[src/shared/irqv_params.svh]
// constants for the interrupt vector and reach event command block
// included by the package users; no logic here
`ifndef IRQV_PARAMS_SVH
`define IRQV_PARAMS_SVH
`define IRQV_OP_DEFINE_HANDLER 8'h25
`define IRQV_OP_HANDLER_RETURN 8'h26
`define IRQV_OP_IRQ_ENABLE     8'h19
`define IRQV_OP_IRQ_DISABLE    8'h1A
`define IRQV_OP_MOVE_TO_POS    8'h04
`define IRQV_OP_USER_FIRST     8'h40
`define IRQV_OP_USER_LAST      8'h47
`define IRQV_OP_REACH_REQ      8'h8A
`define IRQV_ST_OK             8'h64
`define IRQV_ST_REACHED        8'h80
`define IRQV_ST_BAD_CMD        8'h02
`define IRQV_ST_BAD_TYPE       8'h03
`define IRQV_IRQ_GLOBAL        8'hFF
`define IRQV_REACH_ONCE        8'h00
`define IRQV_REACH_ALWAYS      8'h01
`define IRQV_MOTOR_MASK_W      4
`endif

[src/shared/irqv_pkg.sv]
// types for the interrupt vector and reach event command block
// used with package scope, never imported
package irqv_pkg;
  typedef enum logic [3:0] {
    IRQV_IDLE   = 4'b0001,
    IRQV_DECODE = 4'b0010,
    IRQV_ENTER  = 4'b0100,
    IRQV_RETURN = 4'b1000
  } irqv_state_t;
endpackage : irqv_pkg

[src/hdl/irqv_vector_table.sv]
// handler address table, one entry per interrupt number
// assumes single clock, synchronous active-low reset; registered read
`timescale 1ns/1ps
module irqv_vector_table #(
  parameter int ADDR_W = 5,
  parameter int DATA_W = 16
) (
  // clock and reset
  input  wire logic              mclk,
  input  wire logic              rst_n,
  // write port
  input  wire logic              wr_en,
  input  wire logic [ADDR_W-1:0] wr_addr,
  input  wire logic [DATA_W-1:0] wr_data,
  // read port
  input  wire logic [ADDR_W-1:0] rd_addr,
  output logic      [DATA_W-1:0] rd_data
);
  logic [DATA_W-1:0] mem [2**ADDR_W];

  always_ff @(posedge mclk)
  begin
    if (wr_en)
    begin
      mem[wr_addr] <= wr_data;
    end
  end

  always_ff @(posedge mclk)
  begin
    if (!rst_n)
    begin
      rd_data <= '0;
    end
    else
    begin
      rd_data <= mem[rd_addr];
    end
  end
endmodule : irqv_vector_table

[src/hdl/irqv_cmd.sv]
// interpreter slice: handler vectors, handler return, user functions, reach event
// assumes decoded command frames arrive as a one-cycle strobe with fields on mclk;
// reply framing and checksum are added downstream
`timescale 1ns/1ps
`include "irqv_params.svh"
module irqv_cmd #(
  parameter int VEC_ADDR_W = 5,
  parameter int PC_W       = 16,
  parameter int IRQ_N      = 32
) (
  // clock and reset
  input  wire logic              mclk,
  input  wire logic              rst_n,
  // decoded command
  input  wire logic              cmd_valid,
  input  wire logic              cmd_from_host,
  input  wire logic [7:0]        cmd_opcode,
  input  wire logic [7:0]        cmd_type,
  input  wire logic [7:0]        cmd_bank,
  input  wire logic [31:0]       cmd_value,
  // user function result
  input  wire logic [31:0]       user_value,
  // interpreter context
  input  wire logic [31:0]       accu_in,
  input  wire logic [31:0]       xreg_in,
  input  wire logic [7:0]        flags_in,
  input  wire logic [PC_W-1:0]   pc_in,
  output logic      [31:0]       accu_out,
  output logic      [31:0]       xreg_out,
  output logic      [7:0]        flags_out,
  output logic      [PC_W-1:0]   pc_out,
  output logic                   ctx_load,
  // interrupt sources and motion
  input  wire logic [IRQ_N-1:0]  irq_pend,
  input  wire logic              target_reached,
  output logic                   irq_taken,
  output logic      [VEC_ADDR_W-1:0] irq_taken_num,
  output logic                   in_handler,
  output logic                   irq_global_en,
  // reply
  output logic                   reply_valid,
  output logic      [7:0]        reply_status,
  output logic      [7:0]        reply_command,
  output logic      [31:0]       reply_value
);
  ////////////////////////////////////////////////////////////////////////////////
  irqv_pkg::irqv_state_t state;
  logic [PC_W-1:0]       vec_rd_data;
  logic [VEC_ADDR_W-1:0] vec_rd_addr;
  logic                  vec_wr;
  logic [IRQ_N-1:0]      irq_en;
  logic [31:0]           sv_accu;
  logic [31:0]           sv_xreg;
  logic [7:0]            sv_flags;
  logic [PC_W-1:0]       sv_pc;
  logic                  reach_armed;
  logic                  reach_sticky;
  logic                  reach_moving;
  logic [`IRQV_MOTOR_MASK_W-1:0] reach_mask;
  logic                  irq_req;
  logic [VEC_ADDR_W-1:0] irq_sel;
  logic                  is_user;
  logic                  reach_fire;

  assign is_user = (cmd_opcode >= `IRQV_OP_USER_FIRST) && (cmd_opcode <= `IRQV_OP_USER_LAST);
  assign vec_wr  = cmd_valid && (cmd_opcode == `IRQV_OP_DEFINE_HANDLER)
                   && (cmd_type < 8'(IRQ_N));
  assign reach_fire = reach_moving && target_reached;

  // lowest pending enabled interrupt wins
  always_comb
  begin
    irq_req = 1'b0;
    irq_sel = '0;
    for (int i = IRQ_N - 1; i >= 0; i--)
    begin
      if (irq_pend[i] && irq_en[i])
      begin
        irq_req = 1'b1;
        irq_sel = VEC_ADDR_W'(i);
      end
    end
  end

  // number latched at entry, so a request that appears later cannot swap the vector
  assign vec_rd_addr = irq_taken_num;

  irqv_vector_table #(
    .ADDR_W (VEC_ADDR_W),
    .DATA_W (PC_W)
  ) u_table (
    .mclk    (mclk),
    .rst_n   (rst_n),
    .wr_en   (vec_wr),
    .wr_addr (cmd_type[VEC_ADDR_W-1:0]),
    .wr_data (cmd_value[PC_W-1:0]),
    .rd_addr (vec_rd_addr),
    .rd_data (vec_rd_data)
  );

  ////////////////////////////////////////////////////////////////////////////////
  // enable bits; number 255 is the global switch
  always_ff @(posedge mclk)
  begin
    if (!rst_n)
    begin
      irq_en        <= '0;
      irq_global_en <= 1'b0;
    end
    else if (cmd_valid && (cmd_opcode == `IRQV_OP_IRQ_ENABLE
                           || cmd_opcode == `IRQV_OP_IRQ_DISABLE))
    begin
      if (cmd_type == `IRQV_IRQ_GLOBAL)
      begin
        irq_global_en <= (cmd_opcode == `IRQV_OP_IRQ_ENABLE);
      end
      else if (cmd_type < 8'(IRQ_N))
      begin
        irq_en[cmd_type[VEC_ADDR_W-1:0]] <= (cmd_opcode == `IRQV_OP_IRQ_ENABLE);
      end
    end
  end

  ////////////////////////////////////////////////////////////////////////////////
  // entry and return; no nesting, a handler is not interrupted
  always_ff @(posedge mclk)
  begin
    if (!rst_n)
    begin
      state         <= irqv_pkg::IRQV_IDLE;
      in_handler    <= 1'b0;
      irq_taken     <= 1'b0;
      irq_taken_num <= '0;
      ctx_load      <= 1'b0;
      pc_out        <= '0;
      accu_out      <= '0;
      xreg_out      <= '0;
      flags_out     <= '0;
      sv_accu       <= '0;
      sv_xreg       <= '0;
      sv_flags      <= '0;
      sv_pc         <= '0;
    end
    else
    begin
      irq_taken <= 1'b0;
      ctx_load  <= 1'b0;
      case (state)
        irqv_pkg::IRQV_IDLE:
        begin
          if (cmd_valid && cmd_opcode == `IRQV_OP_HANDLER_RETURN && in_handler
              && !cmd_from_host)
          begin
            state <= irqv_pkg::IRQV_RETURN;
          end
          else if (irq_req && irq_global_en && !in_handler && !cmd_valid)
          begin
            sv_accu       <= accu_in;
            sv_xreg       <= xreg_in;
            sv_flags      <= flags_in;
            sv_pc         <= pc_in;
            irq_taken_num <= irq_sel;
            state         <= irqv_pkg::IRQV_DECODE;
          end
        end
        irqv_pkg::IRQV_DECODE:
        begin
          // table read data is one cycle late
          state <= irqv_pkg::IRQV_ENTER;
        end
        irqv_pkg::IRQV_ENTER:
        begin
          pc_out     <= vec_rd_data;
          accu_out   <= sv_accu;
          xreg_out   <= sv_xreg;
          flags_out  <= sv_flags;
          ctx_load   <= 1'b1;
          irq_taken  <= 1'b1;
          in_handler <= 1'b1;
          state      <= irqv_pkg::IRQV_IDLE;
        end
        irqv_pkg::IRQV_RETURN:
        begin
          accu_out   <= sv_accu;
          xreg_out   <= sv_xreg;
          flags_out  <= sv_flags;
          pc_out     <= sv_pc;
          ctx_load   <= 1'b1;
          in_handler <= 1'b0;
          state      <= irqv_pkg::IRQV_IDLE;
        end
        default:
        begin
          state <= irqv_pkg::IRQV_IDLE;
        end
      endcase
    end
  end

  ////////////////////////////////////////////////////////////////////////////////
  // reach event arming; a move command starts the watch
  always_ff @(posedge mclk)
  begin
    if (!rst_n)
    begin
      reach_armed  <= 1'b0;
      reach_sticky <= 1'b0;
      reach_moving <= 1'b0;
      reach_mask   <= '0;
    end
    else
    begin
      if (reach_fire)
      begin
        reach_moving <= 1'b0;
      end
      if (cmd_valid && cmd_opcode == `IRQV_OP_REACH_REQ && cmd_from_host
          && cmd_type <= `IRQV_REACH_ALWAYS)
      begin
        reach_armed  <= 1'b1;
        reach_sticky <= (cmd_type == `IRQV_REACH_ALWAYS);
        reach_mask   <= cmd_value[`IRQV_MOTOR_MASK_W-1:0];
      end
      else if (cmd_valid && cmd_opcode == `IRQV_OP_MOVE_TO_POS && reach_armed)
      begin
        reach_moving <= 1'b1;
        reach_armed  <= reach_sticky;
      end
    end
  end

  ////////////////////////////////////////////////////////////////////////////////
  // replies; the immediate reply has priority, a reached reply in the same cycle is dropped
  always_ff @(posedge mclk)
  begin
    if (!rst_n)
    begin
      reply_valid   <= 1'b0;
      reply_status  <= 8'h00;
      reply_command <= 8'h00;
      reply_value   <= 32'h00000000;
    end
    else
    begin
      reply_valid <= 1'b0;
      if (cmd_valid && cmd_opcode == `IRQV_OP_REACH_REQ)
      begin
        reply_valid   <= 1'b1;
        reply_command <= `IRQV_OP_REACH_REQ;
        reply_value   <= {24'h000000, cmd_value[7:0]};
        if (!cmd_from_host)
        begin
          reply_status <= `IRQV_ST_BAD_CMD;
        end
        else if (cmd_type > `IRQV_REACH_ALWAYS)
        begin
          reply_status <= `IRQV_ST_BAD_TYPE;
        end
        else
        begin
          reply_status <= `IRQV_ST_OK;
        end
      end
      else if (cmd_valid && (vec_wr || cmd_opcode == `IRQV_OP_HANDLER_RETURN))
      begin
        reply_valid   <= 1'b1;
        reply_status  <= `IRQV_ST_OK;
        reply_command <= cmd_opcode;
        reply_value   <= 32'h00000000;
      end
      else if (cmd_valid && is_user)
      begin
        reply_valid   <= 1'b1;
        reply_status  <= `IRQV_ST_OK;
        reply_command <= cmd_opcode;
        reply_value   <= user_value;
      end
      else if (reach_fire)
      begin
        reply_valid   <= 1'b1;
        reply_status  <= `IRQV_ST_REACHED;
        reply_command <= `IRQV_OP_REACH_REQ;
        reply_value   <= {28'h0000000, reach_mask};
      end
    end
  end
endmodule : irqv_cmd

[config.mk]
export PLATFORM = sky130hd
export DESIGN_NAME = irqv_cmd
export DESIGN_NICKNAME = d
export VERILOG_FILES = /design/src/shared/irqv_pkg.sv /design/src/hdl/irqv_vector_table.sv /design/src/hdl/irqv_cmd.sv
export VERILOG_INCLUDE_DIRS = /design/src /design/src/shared
export SDC_FILE = /design/constraint.sdc
export NUM_CORES = 1
export LEC_CHECK = 0
export BUFFER_PORTS_ARGS = -buffer_cell sky130_fd_sc_hd__buf_2
export CORE_UTILIZATION = 45
export DETAILED_ROUTE_END_ITERATION = 12
export PLACE_DENSITY = 0.66
export SLEW_MARGIN = 20
export SYNTH_ARGS = -nofsm -noshare
export SYNTH_HDL_FRONTEND = slang
export SYNTH_HIERARCHICAL = 1
export SYNTH_SLANG_ARGS = --single-unit
[constraint.sdc]
create_clock -name mclk -period 8.15 [get_ports mclk]
set_input_delay 0.815 -clock mclk [delete_from_list [all_inputs] [get_ports mclk]]
set_output_delay 0.815 -clock mclk [all_outputs]
set_load 0.05 [all_outputs]
======== After elaboration in Yosys (flattened, before gate mapping) ========
Memory sizes are Yosys's and may differ from the RTL's. A register that Yosys moved wholly into a read port is not among the register bits.
Index checks and enable logic that the tools add are counted.
storage, ports and cells
  register bits after elaboration ......... 277
  memories ................................ 1
  output and inout port bits .............. 146
  bits in writable memories ............... 512
  word-level logic and storage cells ...... 216
memory list
  name         words  bits a word  rd ports  clocked after memory_dff  write ports  line                     text
  u_table.mem  32     16           1         1                         1            irqv_vector_table.sv:19  logic [DATA_W-1:0] mem [2**ADDR_W];
cells by class
  reductions and logical operators ........ 68
  equal/unequal tests ..................... 13
  bitwise gates (word level) .............. 3
  order comparisons ....................... 7
  muxes and demuxes ....................... 99
operator list
  operator                                                        number
  two-way mux 5 bit                                               32
  two-way mux 8 bit                                               10
  two-way mux 32 bit                                              2
  logical AND 1 bit                                               51
  two-way mux 1 bit                                               46
  bitwise mux 32 bit                                              1
  one-hot mux 16 bit (2 select lines)                             1
  equality test 8 x 5 -> 1 bit, second input constant             2
  equality test 8 x 6 -> 1 bit, second input constant             2
  equality test 8 bit, second input constant                      2
  two-way mux 7 bit                                               2
  equality test 8 x 1 -> 1 bit, second input constant             1
  equality test 8 x 3 -> 1 bit, second input constant             1
  >= comparator 8 x 7 -> 1 bit, second input constant             1
  greater-than comparator 8 x 1 -> 1 bit, second input constant   1
  less-or-equal comparator 8 x 1 -> 1 bit, second input constant  1
  less-or-equal comparator 8 x 7 -> 1 bit, second input constant  1
  less-than comparator 8 x 6 -> 1 bit, second input constant      1
  two-way mux 4 bit                                               2
  one-hot mux 4 bit (2 select lines)                              1
  less-than comparator 5 x 6 -> 1 bit, second input constant      1
  AND reduction 3 bit                                             2
  nonzero test 2 bit                                              3
  demux 1 bit (select 5 bit)                                      1
  15 further kinds                                                22

======== Logic depth before layout (Yosys ltp) ========
Gate-level depths: netlist of the first run.
  word-level depth ........................ 39
  gate-level depth with buffers ........... 8

======== Hierarchy ========
Netlist of the first run, hierarchy kept.
modules (own cells, without submodules)
  module             cells an instance  area an instance (µm²)  times used
  irqv_vector_table  893                20016.7                 1
  irqv_cmd           1270               11088.1                 1

======== Worst setup path before layout of the first run ========
No wires, ideal clock.
  path type ............................... input to register
  start point ............................. input cmd_opcode[3]
  end point ............................... memory u_table.mem[12][0], enable pin
  stages .................................. 6
  setup time .............................. 0.388 ns
  slack ................................... 4.698 ns
  data required time ...................... 7.762 ns
  arrival ................................. 3.064 ns
  path buffers ............................ 1
  cells stage by stage .................... nor4b_2 -> and4b_1 -> and3_1 -> or3b_2 -> clkbuf_1 -> nor2_1
on the way
  cells in the longest elaborated chain, start to end .. 5
ends and longest elaborated chain
  what                                           line                     text
  start: declaration                             irqv_cmd.sv:17           input wire logic [7:0] cmd_opcode,
  equality test 8 x 6 -> 1 bit (no source line)  -
  logical AND 1 bit (2 in a row)                 irqv_cmd.sv:66           assign vec_wr = cmd_valid && (cmd_opcode == `IRQV_OP_DEFINE_HANDLER)
  net vec_wr                                     irqv_cmd.sv:50           logic vec_wr;
  two-way mux 1 bit                              irqv_vector_table.sv:23  if (wr_en)
  two-way mux 1 bit (not written as such)        irqv_vector_table.sv:25  mem[wr_addr] <= wr_data;
  end: declaration                               irqv_vector_table.sv:19
The timed path passes the listed nets, and every way through them passes these cells.

==> metrics.md, run 1 <==
| Metric | Value |
|---|---|
| Filler cells | `5659` |
| HPWL after DPL | `between 40000 and 50000 um` |
| Final setup fails | `0` |
| Startpoint Class | `flop` |
| Worst setup path class | `reg2reg` |
| Core ar. | `between 60000 and 70000 um2` |
| Unrepaired setup endpoints after global routing | `false` |
| Crit-path leading delay family | `buffers and inverters` |
| # rows | `96` |
| GRT overflow | `0` |
| # hold bufs at CTS | `0` |
| Critical path data arrival time | `4.04 ns` |
| Vias in the first global route | `19300` |
| Worst-path clk slew | `0.06 ns` |
| Gpl congestion | `slightly above 0.8` |
| Sequential area share after synthesis | `0.680` |
| Synth area leader | `edfxtp_1` |
| Antenna Nets Post-Route | `0` |
| Number of flops mapped to enable cells by yosys | `512` |
| WHS | `0.419 ns` |
| Final Cycle Share | `0.442` |
| Final Skew | `0.0245 ns` |
| Share of cells above drive strength 1 | `0.266` |
| Most frequent cells in the layout | `edfxtp_1 (512), nand2_1 (395), buf_2 (331)` |
| GRT Total Usage | `0.216` |
| Cells after Synth | `2163` |
| Ys flop type | `edfxtp_1` |
| Resize count post-CTS | `0` |
| Setup TNS | `0 ns` |
| Worst Tran Pin Value | `1.07 ns` |
| Syn_area_per_cell | `14.4 um2` |
| Clk_lat worst skew | `0.62 ns` |
| Die span in y | `265 um` |
| Slew Viols, Final | `0` |
| Maximum vdd drop | `0.219 mV` |
| H-tree Lvls | `3` |
| Largest family of logic cells by synthesized area | `multiplexers` |
| Highest Clock Rate | `0.277 GHz` |
| Adder-Cell Fraction of Synth Area | `0` |
| Cell Area, Synth | `31100 um2` |
| Final Net Count | `around 2700` |
| XOR/XNOR share of the synthesized area | `0.000282` |
| First-pass GRT wire length | `115000 um` |
| Largest net degree at the start of global routing | `140` |
| Total Power | `around 8.1 mW` |
| DRT Pass-1 Iters | `5` |
| Slowest cell on crit path | `dfxtp_4` |
| Core Util, Final | `0.530` |
| Max-slew headroom | `0.288` |
| Antenna violations before repair | `6` |
| Drt wl/cell | `about 22 um` |
| Die X | `265 um` |
| Clock Path Buffers | `3` |
| Synth Register Bits | `801` |
| Crit path buf inv count | `2` |
| Vias post-DR | `just under 20000` |
| Cell mode on critical path | `buf_4` |
| DRC viols | `0` |
| MaxCap Viol Count | `0` |
| Initial detailed-routing violation count | `1772` |
| Setup crit end kind | `flop` |
| Initial Util | `0.454` |
| Worst Hold Class | `in2reg` |
| Multi-input gate area | `between 9000 and 10000 um2` |
| Avg Vias per Cell | `5.68` |
| Worst path required time | `between 8 and 9 ns` |
| Post-Route WL | `77100 um` |
| Root buffer cell | `clkbuf_16` |
| Setup Buffers After CTS | `0` |
| Layout area overhead | `16.6%` |
| FF/Latch Area | `approximately 21000 um2` |
| Die ar. | `roughly 70000 um2` |
| Post-synth ARST share | `0` |
| Hold Fails Final Rpt | `0` |
| Post-synthesis simple-gate area fraction | `0.0856` |
| Outcome | `complete, no violations` |
| Leak | `12.5 nW` |
| TritonCTS clock tree | `done` |
| Io pins | `359` |
| Pwr Density | `around 220 nW/um2` |
| Mux share of post-synthesis cell area | `0.117` |
| Port bufs | `332` |
| Commonest non-fill, non-tap cell in the layout | `edfxtp_1` |
| Ys Warns | `6` |
| Top cells by area, synth | `edfxtp_1 (49%), dfxtp_1 (19%), mux4_2 (8.1%)` |
| Compound-Gate Fraction of Synth Area | `0.0945` |
| Synth top area share | `0.494` |
| Library cells used by synthesis | `68` |
| Crit-path max cell delay | `0.65 ns` |
| Sink Count | `801` |
| Crit path cell chain | `buf_4 > buf_4 > mux4_2 > mux2_2 > o221ai_1 > a31oi_1` |
| Largest fanout on the critical path | `33` |
| Crit path time final | `3.61 ns` |
| Clock buffer count from CTS | `83` |
-- metal layers --
layer  wire length (um)  part of all wire  global-route usage  vias up
met4               1770             0.023              0.0653        6
met2              37600              0.49               0.359      719
met1              32400              0.42               0.288     9875
met3               5320             0.069              0.0421      136
li1                   -                 -                   -     8805
met5                 46           0.00060                   0        -
-- flip-flops by register name, summed over array words and instances (netlist names), 32 cells and up --
name / cells
u_table/mem: 512
accu_out: 32
irq_en: 32
reply_value: 32
sv_xreg: 32
xreg_out: 32
sv_accu: 32
-- synthesized netlist by cell type, types with 18 or more instances --
cell type / count
mux4_2: 112
mux2i_1: 75
nor2b_1: 30
nand2_1: 396
nor2_1: 90
a21boi_0: 110
clkbuf_1: 83
mux2_2: 32
o21ai_0: 22
buf_2: 25
a31oi_1: 18
a22oi_1: 65
o211a_1: 22
dfxtp_1: 289
edfxtp_1: 512
a21boi_1: 62
-- worst register-to-register path, cell delays in order, from the launching register on --
cell,delay [ns]
dfxtp_4,0.65
buf_4,0.56
buf_4,0.65
mux4_2,0.64
mux2_2,0.31
o221ai_1,0.39
a31oi_1,0.21
-- stage by stage --
| step | instances | setup slack [ns] | instance area (um2) |
|---|---|---|---|
| floorplan | 2164 | 4.70 | 31100 |
| global placement | 3285 | 4.16 | 33600 |
| detailed placement | 3285 | 4.09 | 33600 |
| CTS | 3437 | 4.49 | 36200 |
| global route | 3438 | 4.21 | 36300 |
| finish | 3439 | 4.54 | 36300 |
-- power by group --
part	switching [mW]	leakage [nW]	total [mW]	internal (mW)
Clock	1.54	1.30	3.64	2.10
Combinational	0.119	4.25	0.175	0.0567
Sequential	0.00180	6.93	4.31	4.31
Total	1.66	12.5	8.13	6.47
-- logic make-up (layout without fill, tap and decap cells) --
family,count (synthesis),count (layout)
flip-flops,801,801
AND/OR/NAND/NOR,609,609
AO/OA/AOI/OAI,389,389
multiplexers,219,219
buffers and inverters,143,534
other,1,4
XOR/XNOR,1,1
-- area by class of cell --
cell class | count | area share
flip-flops and latches | 801 | 0.584
inverters | 4 | 0.000414
well taps | 882 | 0.0304
diodes | 2 | 0.000138
clock buffers | 110 | 0.0638
clock inverters | 42 | 0.00894
repair buffers | 378 | 0.0559
multi-input cells | 1220 | 0.257
-- final timing paths --
check	from	end	slack (ns)	cells after the start
worst max-delay path	irq_taken_num[0]	u_table/rd_data[10]	4.54	6
worst min-delay path	accu_in[9]	sv_accu[9]	0.42	3
worst max register to register	irq_taken_num[0]	u_table/rd_data[10]	4.54	6
worst min register to register	sv_xreg[20]	sv_xreg[20]	0.45	2
Note: power is estimated with default switching activity, not from simulation.
==> run 2: changes to the inputs <==
- PLACE_DENSITY: 0.66 -> 0.69
- clock period: 8.15 -> 3.06 ns (I/O delays scaled with it)
==> metrics.md, run 2 (same netlist as run 1, synthesis figures left out) <==
| Metric | Value |
|---|---|
| Outcome | `complete, no violations` |
| Clock Path Buffers | `3 (unchanged)` |
| Clock buffer count from CTS | `82 (-1.2%)` |
| Vias in the first global route | `20300 (+4.9%)` |
| Max reg flops | `512 (unchanged)` |
| Post-Route WL | `80900 um (+4.9%)` |
| Setup Buffers After CTS | `0 (unchanged)` |
| Unrepaired setup endpoints after global routing | `false` |
| Final setup fails | `0 (unchanged)` |
| Worst-path clk slew | `0.06 ns (about the same)` |
| Slew Viols, Final | `0 (unchanged)` |
| GRT overflow | `0 (unchanged)` |
| Startpoint Class | `flop` |
| Antenna violations before repair | `3 (-3)` |
| Io pins | `359 (unchanged)` |
| Avg Vias per Cell | `5.72 (+0.69%)` |
| TritonCTS clock tree | `done` |
| Die X | `265 um (unchanged)` |
| Final Cycle Share | `0.835 (+0.392)` |
| Vias post-DR | `20500 (+5.0%)` |
| HPWL after DPL | `50700 um (+6.4%)` |
| MaxCap Viol Count | `0 (unchanged)` |
| Worst path required time | `3.51 ns (-5.08 ns)` |
| Die span in y | `265 um (unchanged)` |
| Core ar. | `68500 um2 (unchanged)` |
| Largest net degree at the start of global routing | `159 (+14%)` |
| Slowest cell on crit path | `dfxtp_4` |
| Max-slew headroom | `0.446 (+0.158)` |
| Crit path cell chain | `buf_12 > mux4_2 > mux2_2 > o221ai_1 > a31oi_1` |
| Dpl cell area | `34200 um2 (+1.8%)` |
| Capture point of the worst reg-to-reg path | `u_table/rd_data[11]` |
| Highest Clock Rate | `0.391 GHz (+41%)` |
| Maximum vdd drop | `0.509 mV (+130%)` |
| Pwr Density | `585 nW/um2 (+160%)` |
| Initial detailed-routing violation count | `1794 (+1.2%)` |
| Core Util, Final | `0.556 (+0.0265)` |
| Die ar. | `70200 um2 (unchanged)` |
| Most frequent cells in the layout | `edfxtp_1 (512), nand2_1 (395), buf_2 (331)` |
| # rows | `96 (unchanged)` |
| # hold bufs at CTS | `113 (+113)` |
| Reg-to-Reg Start | `irq_taken_num[0]` |
| First-pass GRT wire length | `120000 um (+4.2%)` |
| Switching Share | `0.200 (-0.00479)` |
| Clk_lat worst skew | `0.63 ns (about the same)` |
| Hold path cells | `3 (unchanged)` |
| Final Worst Setup Slack | `0.506 ns (-4.04 ns)` |
| Crit-path max cell delay | `0.63 ns (-0.02 ns)` |
| Pre-CTS setup slack | `0.175 ns (-3.92 ns)` |
| Initial Util | `0.454 (unchanged)` |
| DRC viols | `0 (unchanged)` |
| Hold Fails Final Rpt | `0 (unchanged)` |
| Resize count post-CTS | `0 (unchanged)` |
| Share of cells above drive strength 1 | `0.261 (-0.00503)` |
| Internal power | `17.8 mW (+180%)` |
| Worst setup path class | `reg2reg` |
| P_sw | `4.44 mW (+170%)` |
| Port bufs | `332 (unchanged)` |
| Final Skew | `0.0288 ns (+0.00423 ns)` |
| Worst Tran Pin Value | `0.831 ns (-0.236 ns)` |
| Crit path buf inv count | `1 (-1)` |
| Top reg by flops | `u_table/mem` |
| Clock power share | `0.457 (+0.009)` |
| Total Power | `22.3 mW (+170%)` |
| Layout area overhead | `22.4%` |
| Reg2Reg Depth | `5 (-1)` |
| Final Net Count | `2852 (+5.6%)` |
| Critical path data arrival time | `3.01 ns (-1.03 ns)` |
| Crit path depth | `5 (-1)` |
| Min-Delay Endpoint | `reply_value[5]` |
| Setup TNS | `0 ns (unchanged)` |
| FF-to-FF setup slack | `0.51 ns (-4.04 ns)` |
| Drt wl/cell | `22.6 um (+0.59%)` |
| Largest fanout on the critical path | `19 (-42%)` |
| Sequential Power Share | `0.516 (-0.015)` |
| Commonest non-fill, non-tap cell in the layout | `edfxtp_1` |
| Crit path time final | `2.55 ns (-1.05 ns)` |
| GRT Total Usage | `0.226 (+0.00975)` |
| Worst Hold Class | `in2reg` |
| H-tree Lvls | `3 (unchanged)` |
| Crit-path leading delay family | `multiplexers` |
| Final instance area | `38100 um2 (+5.0%)` |
| Leak | `13.3 nW (+6.3%)` |
| Antenna Nets Post-Route | `0 (unchanged)` |
| Combinational power share | `0.027 (+0.005)` |
| Sink Count | `801 (unchanged)` |
| Setup crit end kind | `flop` |
| DRT Pass-1 Iters | `6 (+1)` |
| Worst min-delay path startpoint | `user_value[5]` |
| Gpl congestion | `0.881 (+6.2%)` |
| Root buffer cell | `clkbuf_16` |
==> run 2: routing by layer <==
metal / share of wire / wire length, um / track usage / up-vias
met5: 0.00051 / 41 / 0 / -
met4: 0.028 / 2270 / 0.0722 / 6
met3: 0.083 / 6740 / 0.0502 / 155
met2: 0.48 / 38800 / 0.372 / 969
met1: 0.41 / 33000 / 0.299 / 10300
li1: - / - / - / 9112
==> run 2: power by group through the flow <==
stage                     clock network, mW  logic (mW)  registers, mW
final                                  10.2       0.606           11.5
after global routing                   10.7       0.643           11.5
after CTS                              10.3       0.597           11.5
after detailed placement                  0       0.479           11.7
after global placement                    0       0.463           11.7
after floorplan                           0       0.132           11.7
==> run 2: worst reg2reg max path, stage by stage (launching register included) <==
cell,delay (ns)
dfxtp_4,0.63
buf_12,0.29
mux4_2,0.54
mux2_2,0.30
o221ai_1,0.46
a31oi_1,0.18
==> run 2: how the worst max path moves through the flow <==
stage,start,to
final,irq_taken_num[0],u_table/rd_data[11]
after global placement,cmd_opcode[3],u_table/mem[4][13]
after global routing,state[1],sv_pc[14]
after detailed placement,cmd_opcode[3],u_table/mem[4][13]
after CTS,state[1],sv_pc[6]
after floorplan,cmd_opcode[3],u_table/mem[12][0]
==> run 2: metrics by stage <==
stage | instances | hold WS (ns)
after floorplan | 2164 | 0.405
final | 3587 | 0.0355
after global routing | 3586 | 0.00731
after CTS | 3586 | 0.00117
after detailed placement | 3324 | 0.445
after global placement | 3324 | 0.441
==> run 2: area by class of cell <==
| class | instances | area [um2] |
|---|---|---|
| inverters | 4 | 15.0 |
| flip-flops and latches | 801 | 21200 |
| fillers | 5311 | 30400 |
| well taps | 882 | 1100 |
| diodes | 1 | 2.50 |
| clock inverters | 47 | 547 |
| clock buffers | 102 | 2190 |
| multi-input cells | 1220 | 9290 |
| repair buffers | 530 | 3760 |
